`config.mk`:
```
export PLATFORM = sky130hd
export DESIGN_NAME = gpf_top
export DESIGN_NICKNAME = d
export VERILOG_FILES = /design/src/rtl/gpf_pkg.sv /design/src/rtl/gpf_top.sv
export SDC_FILE = /design/constraint.sdc
export NUM_CORES = 2
export LEC_CHECK = 0
export ABC_CLOCK_PERIOD_IN_PS = 2500
export BUFFER_PORTS_ARGS = -buffer_cell sky130_fd_sc_hd__clkbuf_2
export CAP_MARGIN = 40
export CORE_AREA = 2 2 636 638
export DETAILED_ROUTE_END_ITERATION = 10
export DIE_AREA = 0 0 638 640
export GPL_TIMING_DRIVEN = 0
export PLACE_DENSITY_LB_ADDON = 0.25
export SETUP_SLACK_MARGIN = 0.3
export SYNTH_ARGS = -nofsm -noshare
export SYNTH_HDL_FRONTEND = slang
export SYNTH_SLANG_ARGS = --single-unit
```
`constraint.sdc`:
```
create_clock -name clk_sys -period 2.5 [get_ports clk_sys]
set_input_delay 0.25 -clock clk_sys [delete_from_list [all_inputs] [get_ports clk_sys]]
set_output_delay 0.25 -clock clk_sys [all_outputs]
set_load 0.02 [all_outputs]
```
`src/rtl/gpf_pkg.sv`:
```
// Package with constants, register map and carrier types of the pin interrupt and mux controller
package gpf_pkg;

    localparam int NPORT    = 4;
    localparam int PWIDTH   = 32;
    localparam int NPIN     = NPORT * PWIDTH;
    localparam int NFUNC    = 4;
    localparam int GRPSIZE  = 8;
    localparam int NIRQ     = NPIN / GRPSIZE;
    localparam int WB_AW    = 10;
    localparam int GF_LEN   = 3;

    // Register group offsets within one port window
    localparam logic [7:0] OFF_SW_CTRL   = 8'h00;
    localparam logic [7:0] OFF_PSEL_LO   = 8'h10;
    localparam logic [7:0] OFF_PSEL_HI   = 8'h20;
    localparam logic [7:0] OFF_DRV_EN    = 8'h40;
    localparam logic [7:0] OFF_OUT_VAL   = 8'h50;
    localparam logic [7:0] OFF_PIN_VAL   = 8'h60;
    localparam logic [7:0] OFF_IRQ_EN    = 8'h90;
    localparam logic [7:0] OFF_MODE_LO   = 8'hA0;
    localparam logic [7:0] OFF_MODE_HI   = 8'hB0;
    localparam logic [7:0] OFF_GF_EN     = 8'hC0;
    localparam logic [7:0] OFF_FLAGS     = 8'hD0;
    localparam logic [7:0] OFF_FLAGS_CLR = 8'hD8;

    // Access kind within a group, taken from address bits 3:2
    localparam logic [1:0] SUB_RW  = 2'h0;
    localparam logic [1:0] SUB_SET = 2'h1;
    localparam logic [1:0] SUB_CLR = 2'h2;
    localparam logic [1:0] SUB_TGL = 2'h3;

    // Interrupt mode codes, high bit first
    localparam logic [1:0] MODE_CHANGE = 2'h0;
    localparam logic [1:0] MODE_RISE   = 2'h1;
    localparam logic [1:0] MODE_FALL   = 2'h2;

    // Reset values of software control enable and glitch filter enable
    localparam logic [31:0] RST_EN_P02 = 32'h0FFF_FFFF;
    localparam logic [31:0] RST_EN_P3  = 32'h0000_7FFF;
    localparam logic [NPIN-1:0] RST_EN = {RST_EN_P3, RST_EN_P02, RST_EN_P02, RST_EN_P02};

    typedef struct packed {
        logic [NFUNC-1:0][NPIN-1:0] dout;
        logic [NFUNC-1:0][NPIN-1:0] den;
    } gpf_periph_s;

endpackage

```
`src/rtl/gpf_top.sv`:
```
// Pin interrupt detection, glitch filter, peripheral mux and Wishbone register file for four ports
//
// Functional notes
// - Mode bits decode high first as 00 any change, 01 rising edge, 10 falling edge; 11 is reserved.
// - A pin whose filter-enable bit is one is detected through the glitch filter, otherwise directly.
// - Filter enable sits at four words: read/write, set-by-ones, clear-by-ones, toggle-by-ones.
// - A pin's flag sets on its detected condition, stays until cleared, and is zero after reset.
// - The flag register reads at its base word and is cleared by ones at the third word, nothing else.
// - A flag is meaningful only while the pin's interrupt enable is one.
// - The number of interrupt request outputs scales with the number of pins.
// - Four 32-bit ports, identical except for port 3's reset enables, each pin selectable among four peripheral functions.
// - All registers reset to zero except software control and filter enables, per port as given, and pin_oe_b, which resets to ones.
// - Detection for a pin is enabled only while its interrupt enable bit is one.
// - The low mode bit comes from its own register with the same set, clear and toggle scheme.
`timescale 1ns/1ns
`default_nettype none

module gpf_top
(
    input  wire logic                        clk_sys,
    input  wire logic                        rst_b,
    input  wire logic                        wb_cyc_i,
    input  wire logic                        wb_stb_i,
    input  wire logic                        wb_we_i,
    input  wire logic [gpf_pkg::WB_AW-1:0]   wb_adr_i,
    input  wire logic [3:0]                  wb_sel_i,
    input  wire logic [31:0]                 wb_dat_i,
    output logic      [31:0]                 wb_dat_o,
    output logic                             wb_ack_o,
    input  wire logic [gpf_pkg::NPIN-1:0]    pin_in,
    output logic      [gpf_pkg::NPIN-1:0]    pin_out,
    output logic      [gpf_pkg::NPIN-1:0]    pin_oe_b,
    input  wire gpf_pkg::gpf_periph_s        periph_i,
    output logic      [gpf_pkg::NPIN-1:0]    periph_din,
    output logic      [gpf_pkg::NIRQ-1:0]    irq_o
);
    import gpf_pkg::*;

    typedef struct packed {
        logic [NPIN-1:0]             sw_ctrl;
        logic [NPIN-1:0]             psel_lo;
        logic [NPIN-1:0]             psel_hi;
        logic [NPIN-1:0]             drv_en;
        logic [NPIN-1:0]             out_val;
        logic [NPIN-1:0]             irq_en;
        logic [NPIN-1:0]             irq_mode_low_bits;
        logic [NPIN-1:0]             irq_mode_high_bits;
        logic [NPIN-1:0]             gf_en;
        logic [NPIN-1:0]             flags;
        logic [NPIN-1:0]             sync1;
        logic [NPIN-1:0]             sync2;
        logic [GF_LEN-1:0][NPIN-1:0] hist;
        logic [NPIN-1:0]             filt;
        logic [NPIN-1:0]             prev;
        logic [NPIN-1:0]             pin_out;
        logic [NPIN-1:0]             pin_oe_b;
        logic [NPIN-1:0]             pdin;
        logic [NIRQ-1:0]             irq;
        logic                        ack;
        logic [31:0]                 dat;
    } gpf_state_s;

    gpf_state_s q;
    gpf_state_s d;

    // Combinational views, also watched by the assertions
    logic [NPIN-1:0] det;
    logic [NPIN-1:0] rise;
    logic [NPIN-1:0] fall;
    logic [NPIN-1:0] chg;
    logic [NPIN-1:0] hit;
    logic [NPIN-1:0] clr_v;
    logic [NPIN-1:0] all1;
    logic [NPIN-1:0] all0;
    logic            req;
    logic            wr;
    logic [6:0]      pb;
    logic [7:0]      grp;
    logic [7:0]      off;
    logic [1:0]      sub;
    logic [31:0]     wm;
    logic [31:0]     rdata;

    function automatic logic [31:0] upd(input logic [31:0] cur, input logic [31:0] wd,
                                        input logic [31:0] m, input logic [1:0] s);
        logic [31:0] r;
        r = cur;
        case (s)
            SUB_RW:  r = (cur & ~m) | (wd & m);
            SUB_SET: r = cur | (wd & m);
            SUB_CLR: r = cur & ~(wd & m);
            default: r = cur ^ (wd & m);
        endcase
        return r;
    endfunction

    always_comb begin
        d     = q;
        req   = wb_cyc_i & wb_stb_i;
        // Writes commit on the edge at which the master samples ack
        wr    = req & wb_we_i & q.ack;
        pb    = {wb_adr_i[9:8], 5'h00};
        off   = wb_adr_i[7:0];
        grp   = {wb_adr_i[7:4], 4'h0};
        sub   = wb_adr_i[3:2];
        wm    = {{8{wb_sel_i[3]}}, {8{wb_sel_i[2]}}, {8{wb_sel_i[1]}}, {8{wb_sel_i[0]}}};
        clr_v = '0;
        rdata = 32'h0000_0000;

        // Pin synchroniser; the first stage feeds only the second
        d.sync1 = pin_in;
        d.sync2 = q.sync1;

        // Filter: level passes only after GF_LEN equal samples
        d.hist = {q.hist[GF_LEN-2:0], q.sync2};
        all1 = '1;
        all0 = '1;
        for (int k = 0; k < GF_LEN; k++) begin
            all1 = all1 & q.hist[k];
            all0 = all0 & ~q.hist[k];
        end
        d.filt = all1 | (q.filt & ~all0);

        det    = (q.gf_en & q.filt) | (~q.gf_en & q.sync2);
        d.prev = det;
        rise   = det & ~q.prev;
        fall   = ~det & q.prev;
        chg    = det ^ q.prev;
        // Reserved code 11 raises nothing
        hit    = q.irq_en & (
                 (~q.irq_mode_high_bits & ~q.irq_mode_low_bits & chg)  |
                 (~q.irq_mode_high_bits &  q.irq_mode_low_bits & rise) |
                 ( q.irq_mode_high_bits & ~q.irq_mode_low_bits & fall));

        // Read path, sampled into the data register on the same edge that raises ack
        case (grp)
            OFF_SW_CTRL: rdata = q.sw_ctrl[pb +: 32];
            OFF_PSEL_LO: rdata = q.psel_lo[pb +: 32];
            OFF_PSEL_HI: rdata = q.psel_hi[pb +: 32];
            OFF_DRV_EN:  rdata = q.drv_en[pb +: 32];
            OFF_OUT_VAL: rdata = q.out_val[pb +: 32];
            // Level is only visible for pins under software control or with interrupt enabled
            OFF_PIN_VAL: rdata = (sub == SUB_RW) ? (q.sync2[pb +: 32] & (q.sw_ctrl[pb +: 32] | q.irq_en[pb +: 32]))
                                                 : 32'h0000_0000;
            OFF_IRQ_EN:  rdata = q.irq_en[pb +: 32];
            OFF_MODE_LO: rdata = q.irq_mode_low_bits[pb +: 32];
            OFF_MODE_HI: rdata = q.irq_mode_high_bits[pb +: 32];
            OFF_GF_EN:   rdata = q.gf_en[pb +: 32];
            OFF_FLAGS:   rdata = (off == OFF_FLAGS) ? q.flags[pb +: 32] : 32'h0000_0000;
            default:     rdata = 32'h0000_0000;
        endcase

        d.ack = req & ~q.ack;
        if (d.ack) begin
            d.dat = rdata;
        end

        if (wr) begin
            case (grp)
                OFF_SW_CTRL: d.sw_ctrl[pb +: 32] = upd(q.sw_ctrl[pb +: 32], wb_dat_i, wm, sub);
                OFF_PSEL_LO: d.psel_lo[pb +: 32] = upd(q.psel_lo[pb +: 32], wb_dat_i, wm, sub);
                OFF_PSEL_HI: d.psel_hi[pb +: 32] = upd(q.psel_hi[pb +: 32], wb_dat_i, wm, sub);
                OFF_DRV_EN:  d.drv_en[pb +: 32] = upd(q.drv_en[pb +: 32], wb_dat_i, wm, sub);
                OFF_OUT_VAL: d.out_val[pb +: 32] = upd(q.out_val[pb +: 32], wb_dat_i, wm, sub);
                OFF_IRQ_EN:  d.irq_en[pb +: 32] = upd(q.irq_en[pb +: 32], wb_dat_i, wm, sub);
                OFF_MODE_LO: d.irq_mode_low_bits[pb +: 32] =
                                 upd(q.irq_mode_low_bits[pb +: 32], wb_dat_i, wm, sub);
                OFF_MODE_HI: d.irq_mode_high_bits[pb +: 32] =
                                 upd(q.irq_mode_high_bits[pb +: 32], wb_dat_i, wm, sub);
                // Changing this with interrupts enabled can fake an edge; software avoids it
                OFF_GF_EN:   d.gf_en[pb +: 32] = upd(q.gf_en[pb +: 32], wb_dat_i, wm, sub);
                OFF_FLAGS: begin
                    if (off == OFF_FLAGS_CLR) begin
                        clr_v[pb +: 32] = wb_dat_i & wm;
                    end
                end
                default: begin
                end
            endcase
        end

        // A detection in the same cycle as a clear keeps the flag set
        d.flags = (q.flags & ~clr_v) | hit;

        for (int g = 0; g < NIRQ; g++) begin
            d.irq[g] = |(q.flags[g*GRPSIZE +: GRPSIZE] & q.irq_en[g*GRPSIZE +: GRPSIZE]);
        end

        // Software control overrides the selected peripheral function
        for (int i = 0; i < NPIN; i++) begin
            if (q.sw_ctrl[i]) begin
                d.pin_out[i]  = q.out_val[i];
                d.pin_oe_b[i] = ~q.drv_en[i];
            end else begin
                d.pin_out[i]  = periph_i.dout[{q.psel_hi[i], q.psel_lo[i]}][i];
                d.pin_oe_b[i] = ~periph_i.den[{q.psel_hi[i], q.psel_lo[i]}][i];
            end
        end
        d.pdin = q.sync2;
    end

    always_ff @(posedge clk_sys or negedge rst_b) begin
        if (!rst_b) begin
            q          <= '0;
            q.sw_ctrl  <= RST_EN;
            q.gf_en    <= RST_EN;
            q.pin_oe_b <= '1;
        end else begin
            q <= d;
        end
    end

    assign wb_dat_o   = q.dat;
    assign wb_ack_o   = q.ack;
    assign pin_out    = q.pin_out;
    assign pin_oe_b   = q.pin_oe_b;
    assign periph_din = q.pdin;
    assign irq_o      = q.irq;
endmodule // gpf_top

`default_nettype wire

```
Word-level counts from Yosys, hierarchy flattened
Cells that the tools add are included.
Widths: inputs -> output; s select.
- bits of input ports: 1203
- register bits: 2481
- output and inout bits: 433
- logic and storage cells: 1385
- mux-type cells: 810
- bitwise operators: 361
- shift-type cells: 22
- reduce and logical (&&, ||, !) cells: 27
- $lt $le $gt $ge: 128
- eq/ne operators: 14
- $add $sub $neg: 1
- operators by type and width (cell ; number):
    $bmux 128 s2 ; 256
    $and 128x128->128 ; 18
    $shiftx 128x8->32 ; 11
    $not 128->128 ; 10
    $shiftx 32x9->128 ; 10
    $bwmux 128 ; 9
    $pmux 32 s3 ; 9
    $mux 32 ; 22
    $and 32x32->32 ; 20
    $mux 128 ; 5
    $or 128x128->128 ; 5
    $or 32x32->32 ; 19
    $lt 2x3->1 const B ; 128
    $pmux 32 s11 ; 1
    $xor 32x32->32 ; 9
    $mux 1 ; 258
    $not 1->1 ; 257
    $mux 127 ; 2
    $mux 126 ; 2
    $mux 125 ; 2
    $mux 124 ; 2
    $mux 123 ; 2
    $mux 122 ; 2
    $mux 121 ; 2
    other kinds (135) ; 302

Depth between registers and ports, before layout
- depth in word-level cells: 9
- gate-level depth with buffers: 15
- mapped depth without buffers: 8

Least setup slack after synthesis
No wires, ideal clock.
- path kind: input port to flip-flop
- from: in wb_adr_i[9] (netlist name)
- to: reg q[1331] (netlist name)
- buffers on the path: 6
- setup time: 121 ps
- path slack: -522 ps
- stages on the path: 13
- arrival: 2901 ps
- required time: 2379 ps
- cells stage by stage: clkbuf_1 clkbuf_1 buf_1 inv_1 ha_1 nor2_1 and4_1 clkbuf_1 and2_1 clkbuf_1 buf_2 nand2_1 a22o_1
- RTL lines (item ; RTL line ; RTL):
    from (decl) ; gpf_top.sv:25 ; input wire logic [gpf_pkg::WB_AW-1:0] wb_adr_i,
    to (decl) ; gpf_top.sv:63 ; gpf_state_s q;

Worst setup path in the final report
- from: reg q[2234] (netlist name)
- to: reg q, in the netlist wb_dat_o[9]
- cells in the longest elaborated chain, start to end: 2
- RTL lines (item ; RTL line ; RTL):
    $shiftx 128x8->32 ; gpf_top.sv:139 ; OFF_PSEL_HI: rdata = q.psel_hi[pb +: 32];
    $pmux 32 s11 ; gpf_top.sv:136 ; case (grp)
No other way between the ends.
A chain may end at the register's enable or synchronous reset.

==> impl_metrics.tcl <==
set metrics [dict create \
    grt_pass1_wl_um 1000000 \
    post_synth.cell_area_avg_um2 11.3 \
    placedCellCount 17900 \
    row_count 233 \
    synth_edf_count 0 \
    finalWirelength_um 781000 \
    rsz0062_at_grt "yes" \
    path_class "reg -> reg" \
    worstPathRequired_ns 3.36 \
    multiInputGateArea_um2 52400 \
    ctsRootBufferMaster "clkbuf_16" \
    firstDrtPassIters 9 \
    yosysMostFrequentCell "dfrtp_1" \
    maxSlewHeadroom_pct 32.1 \
    cp-end-kind "flop" \
    r2r_slack_ns -0.14 \
    drt_iter0_drc 14700 \
    synth_top_area_share_pct 44.6 \
    worstHoldPathType "in -> async" \
    finClkSkew_ns 0.0651 \
    crit_start "q[2234]" \
    cts_buffer_depth 4 \
    synthTopCellsByCount "dfrtp_1 (2155), o21ai_0 (1744), nand2_1 (1713)" \
    numCtsBuffers 297 \
    vias 111000 \
    tightest_slew_ns 1.02 \
    seqCellArea_um2 62700 \
    final_util_pct 40.7 \
    place.gp.congestion 1.04 \
    p_int_mw 72.8 \
    ys_seq_area_share_pct 51.6 \
    drv_cap 0 \
    fin_crit_sh_pct 106 \
    clock_latency_ns 1.01 \
    start_kind "flop" \
    nets 15700 \
    ys_ff_latch 2481 \
    routedWlPerCell_um 39.8 \
    drive_gt1_share_pct 33.4 \
    ys_async_sr_fraction_pct 100 \
    cts.sinks 2481 \
    clkTransAtPathRegs_ns 0.06 \
    synth_top_cell_by_area "dfrtp_1" \
    slowest_delay_ns 0.60 \
    combinationalPowerShare_pct 12.7 \
    grt_antenna_before_repair 225 \
    r2r_end "wb_dat_o[9]" \
    fillers 38900 \
    ys_warn_count 0 \
    route.detailed.drc 0 \
    swShare_pct 28.2 \
    fin_cells 19600 \
    synthesis.area_um2 121000 \
    die_w_um 638 \
    port_buffers 1635 \
    slowest_stage "mux4_2" \
    placed_cell_area_um2 140000 \
    vias_per_cell 5.67 \
    p_per_area_nw_per_um2 621 \
    reg2reg_depth 5 \
    postRouteAntennaNets 0 \
    p_switching_mw 28.6 \
    fin_ws_ns -0.142 \
    htreeDepth 5 \
    hold_ws_ns -0.785 \
    finalMaxSlewViolations 0 \
    synth_nets 12400 \
    core_area_um2 401000 \
    hold_violations 273 \
    place_hpwl_um 633000 \
    synthTopCellsByArea "dfrtp_1 (45%), mux4_2 (11%), o21ai_0 (7.2%), dfstp_2 (7.1%), ha_1 (5.7%)" \
    status "finished, violations left" \
    io_pins 1636 \
    synth_cells 10700 \
    ys.flop_type "dfrtp_1" \
    power.total_mw 101 \
    ir_drop_uv 589 \
    syn_to_final_growth_pct 35.0 \
    leakagePower_nw 72.4 \
    cts_tree "built" \
    period_needed_ns 2.64 \
    grt_usage_pct 37.1 \
    synth.distinct_cells 42 \
    grt_pass1_vias 104000 \
    finalSetupViolations 2 \
    initial_utilization_pct 30.1 \
    clock.fmax_ghz 0.379 \
    final_area_um2 163000 \
    die-area_um2 408000 \
    fp.dieH_um 640 \
    r2r-start "q[2234]" \
    grt_max_degree 110 \
    grt-ovfl-total 0 \
    clkPwrFrac_pct 45.5 \
    cp_cell_sequence "mux4_2 > a22o_4 > a221oi_1 > nand4_1 > a22o_1" \
    power_frac_seq_pct 41.8 \
    path_max_fanout 4 \
    worstPathArrival_ns 3.51 \
    violations "negative hold slack, negative setup slack" \
]
==> worst max-delay path: cells and delay by family (launching register included) <==
| kind | cells | cell delay, ns |
|---|---|---|
| compound gates | 3 | 0.93 |
| flops | 1 | 0.45 |
| mux | 1 | 0.60 |
| simple gates | 1 | 0.52 |
==> placed cells by master, fill, tap and decap left out, types with 129 or more instances in the layout <==
cell,n
dfrtp_1,1992
dfstp_2,326
dfrtp_2,162
dlygate4sd3_1,851
inv_1,408
diode_2,166
a21o_1,267
nor2_1,144
buf_4,625
o21ai_1,503
mux2i_1,241
nand3b_1,129
o21ai_0,1422
nand2_1,1676
ha_1,539
mux2_2,129
clkbuf_16,307
a21oi_1,298
a211oi_1,288
mux4_2,608
clkbuf_2,1747
clkbuf_1,317
==> kinds of logic after synthesis <==
| kind of cell | after synthesis | synth area share, % |
|---|---|---|
| AO/OA/AOI/OAI | 3076 | 14.7 |
| adder cells (fa/ha/maj) | 549 | 5.68 |
| buffers and inverters | 1417 | 5.89 |
| flip-flops | 2481 | 51.6 |
| multiplexers | 993 | 14.6 |
| AND/OR/NAND/NOR | 2166 | 7.48 |
==> power groups by stage <==
stage,sequential (mW),clock (mW),combinational (mW)
3_3_place_gp,43.1,0,9.96
5_1_grt,42.5,48.2,13.3
2_1_floorplan,42.6,0,4.47
4_1_cts,42.4,46.6,12.3
6_report,42.4,46.1,12.9
3_5_place_dp,43.1,0,11.0
==> how the worst max path moves through the flow <==
stage	to	slack, ns	depth (start not counted)
5_1_grt	wb_dat_o[10]	-0.08	5
4_1_cts	wb_dat_o[10]	0.03	5
6_report	wb_dat_o[9]	-0.14	5
3_5_place_dp	q[2146]	-1.92	14
2_1_floorplan	q[1331]	0.17	15
3_3_place_gp	pin_out[57]	-64.59	1
==> timing repair <==
item / in CTS / in global routing
pin swaps: 14 / 63
hold buffers: 851 / 3
setup endpoints to repair: 1321 / 1837
hold endpoints to repair: 687 / 274
resized for setup: 414 / 510
setup buffers: 47 / 130
gates cloned: 0 / 6
==> flip-flops by register name (all words and copies together), names as in the netlist <==
signal,cells
irq_o,16
wb_ack_o,1
wb_dat_o,32
pin_oe_b,128
pin_out,128
q,1664
d,384
periph_din,128
==> metal layers <==
layer	up-vias	track usage, %	share of wire, %
met5	-	0	0.049
met4	58	28.1	9.2
met3	2006	12.4	11
met2	7575	54.1	42
met1	56800	45.4	37
li1	44700	-	-
==> stage by stage <==
| step | TNS, ns | worst slack (ns) |
|---|---|---|
| after floorplan | 0 | 0.169 |
| after global placement | - | -64.59 |
| after detailed placement | -2552.19 | -1.92 |
| after CTS | 0 | 0.0307 |
| after global routing | -0.0919 | -0.0834 |
| final | -0.248 | -0.142 |
==> area by class of cell <==
type	instances	area share [%]
Tap cell	5287	4.05
Inverter	419	0.990
Sequential cell	2481	38.4
Timing Repair Buffer	2935	13.8
Clock inverter	95	0.875
Multi-Input combinational cell	6784	32.1
Clock buffer	444	5.35
Antenna cell	166	0.254
Buffer	998	4.25
No activity file was read; power rests on OpenSTA's default activity.
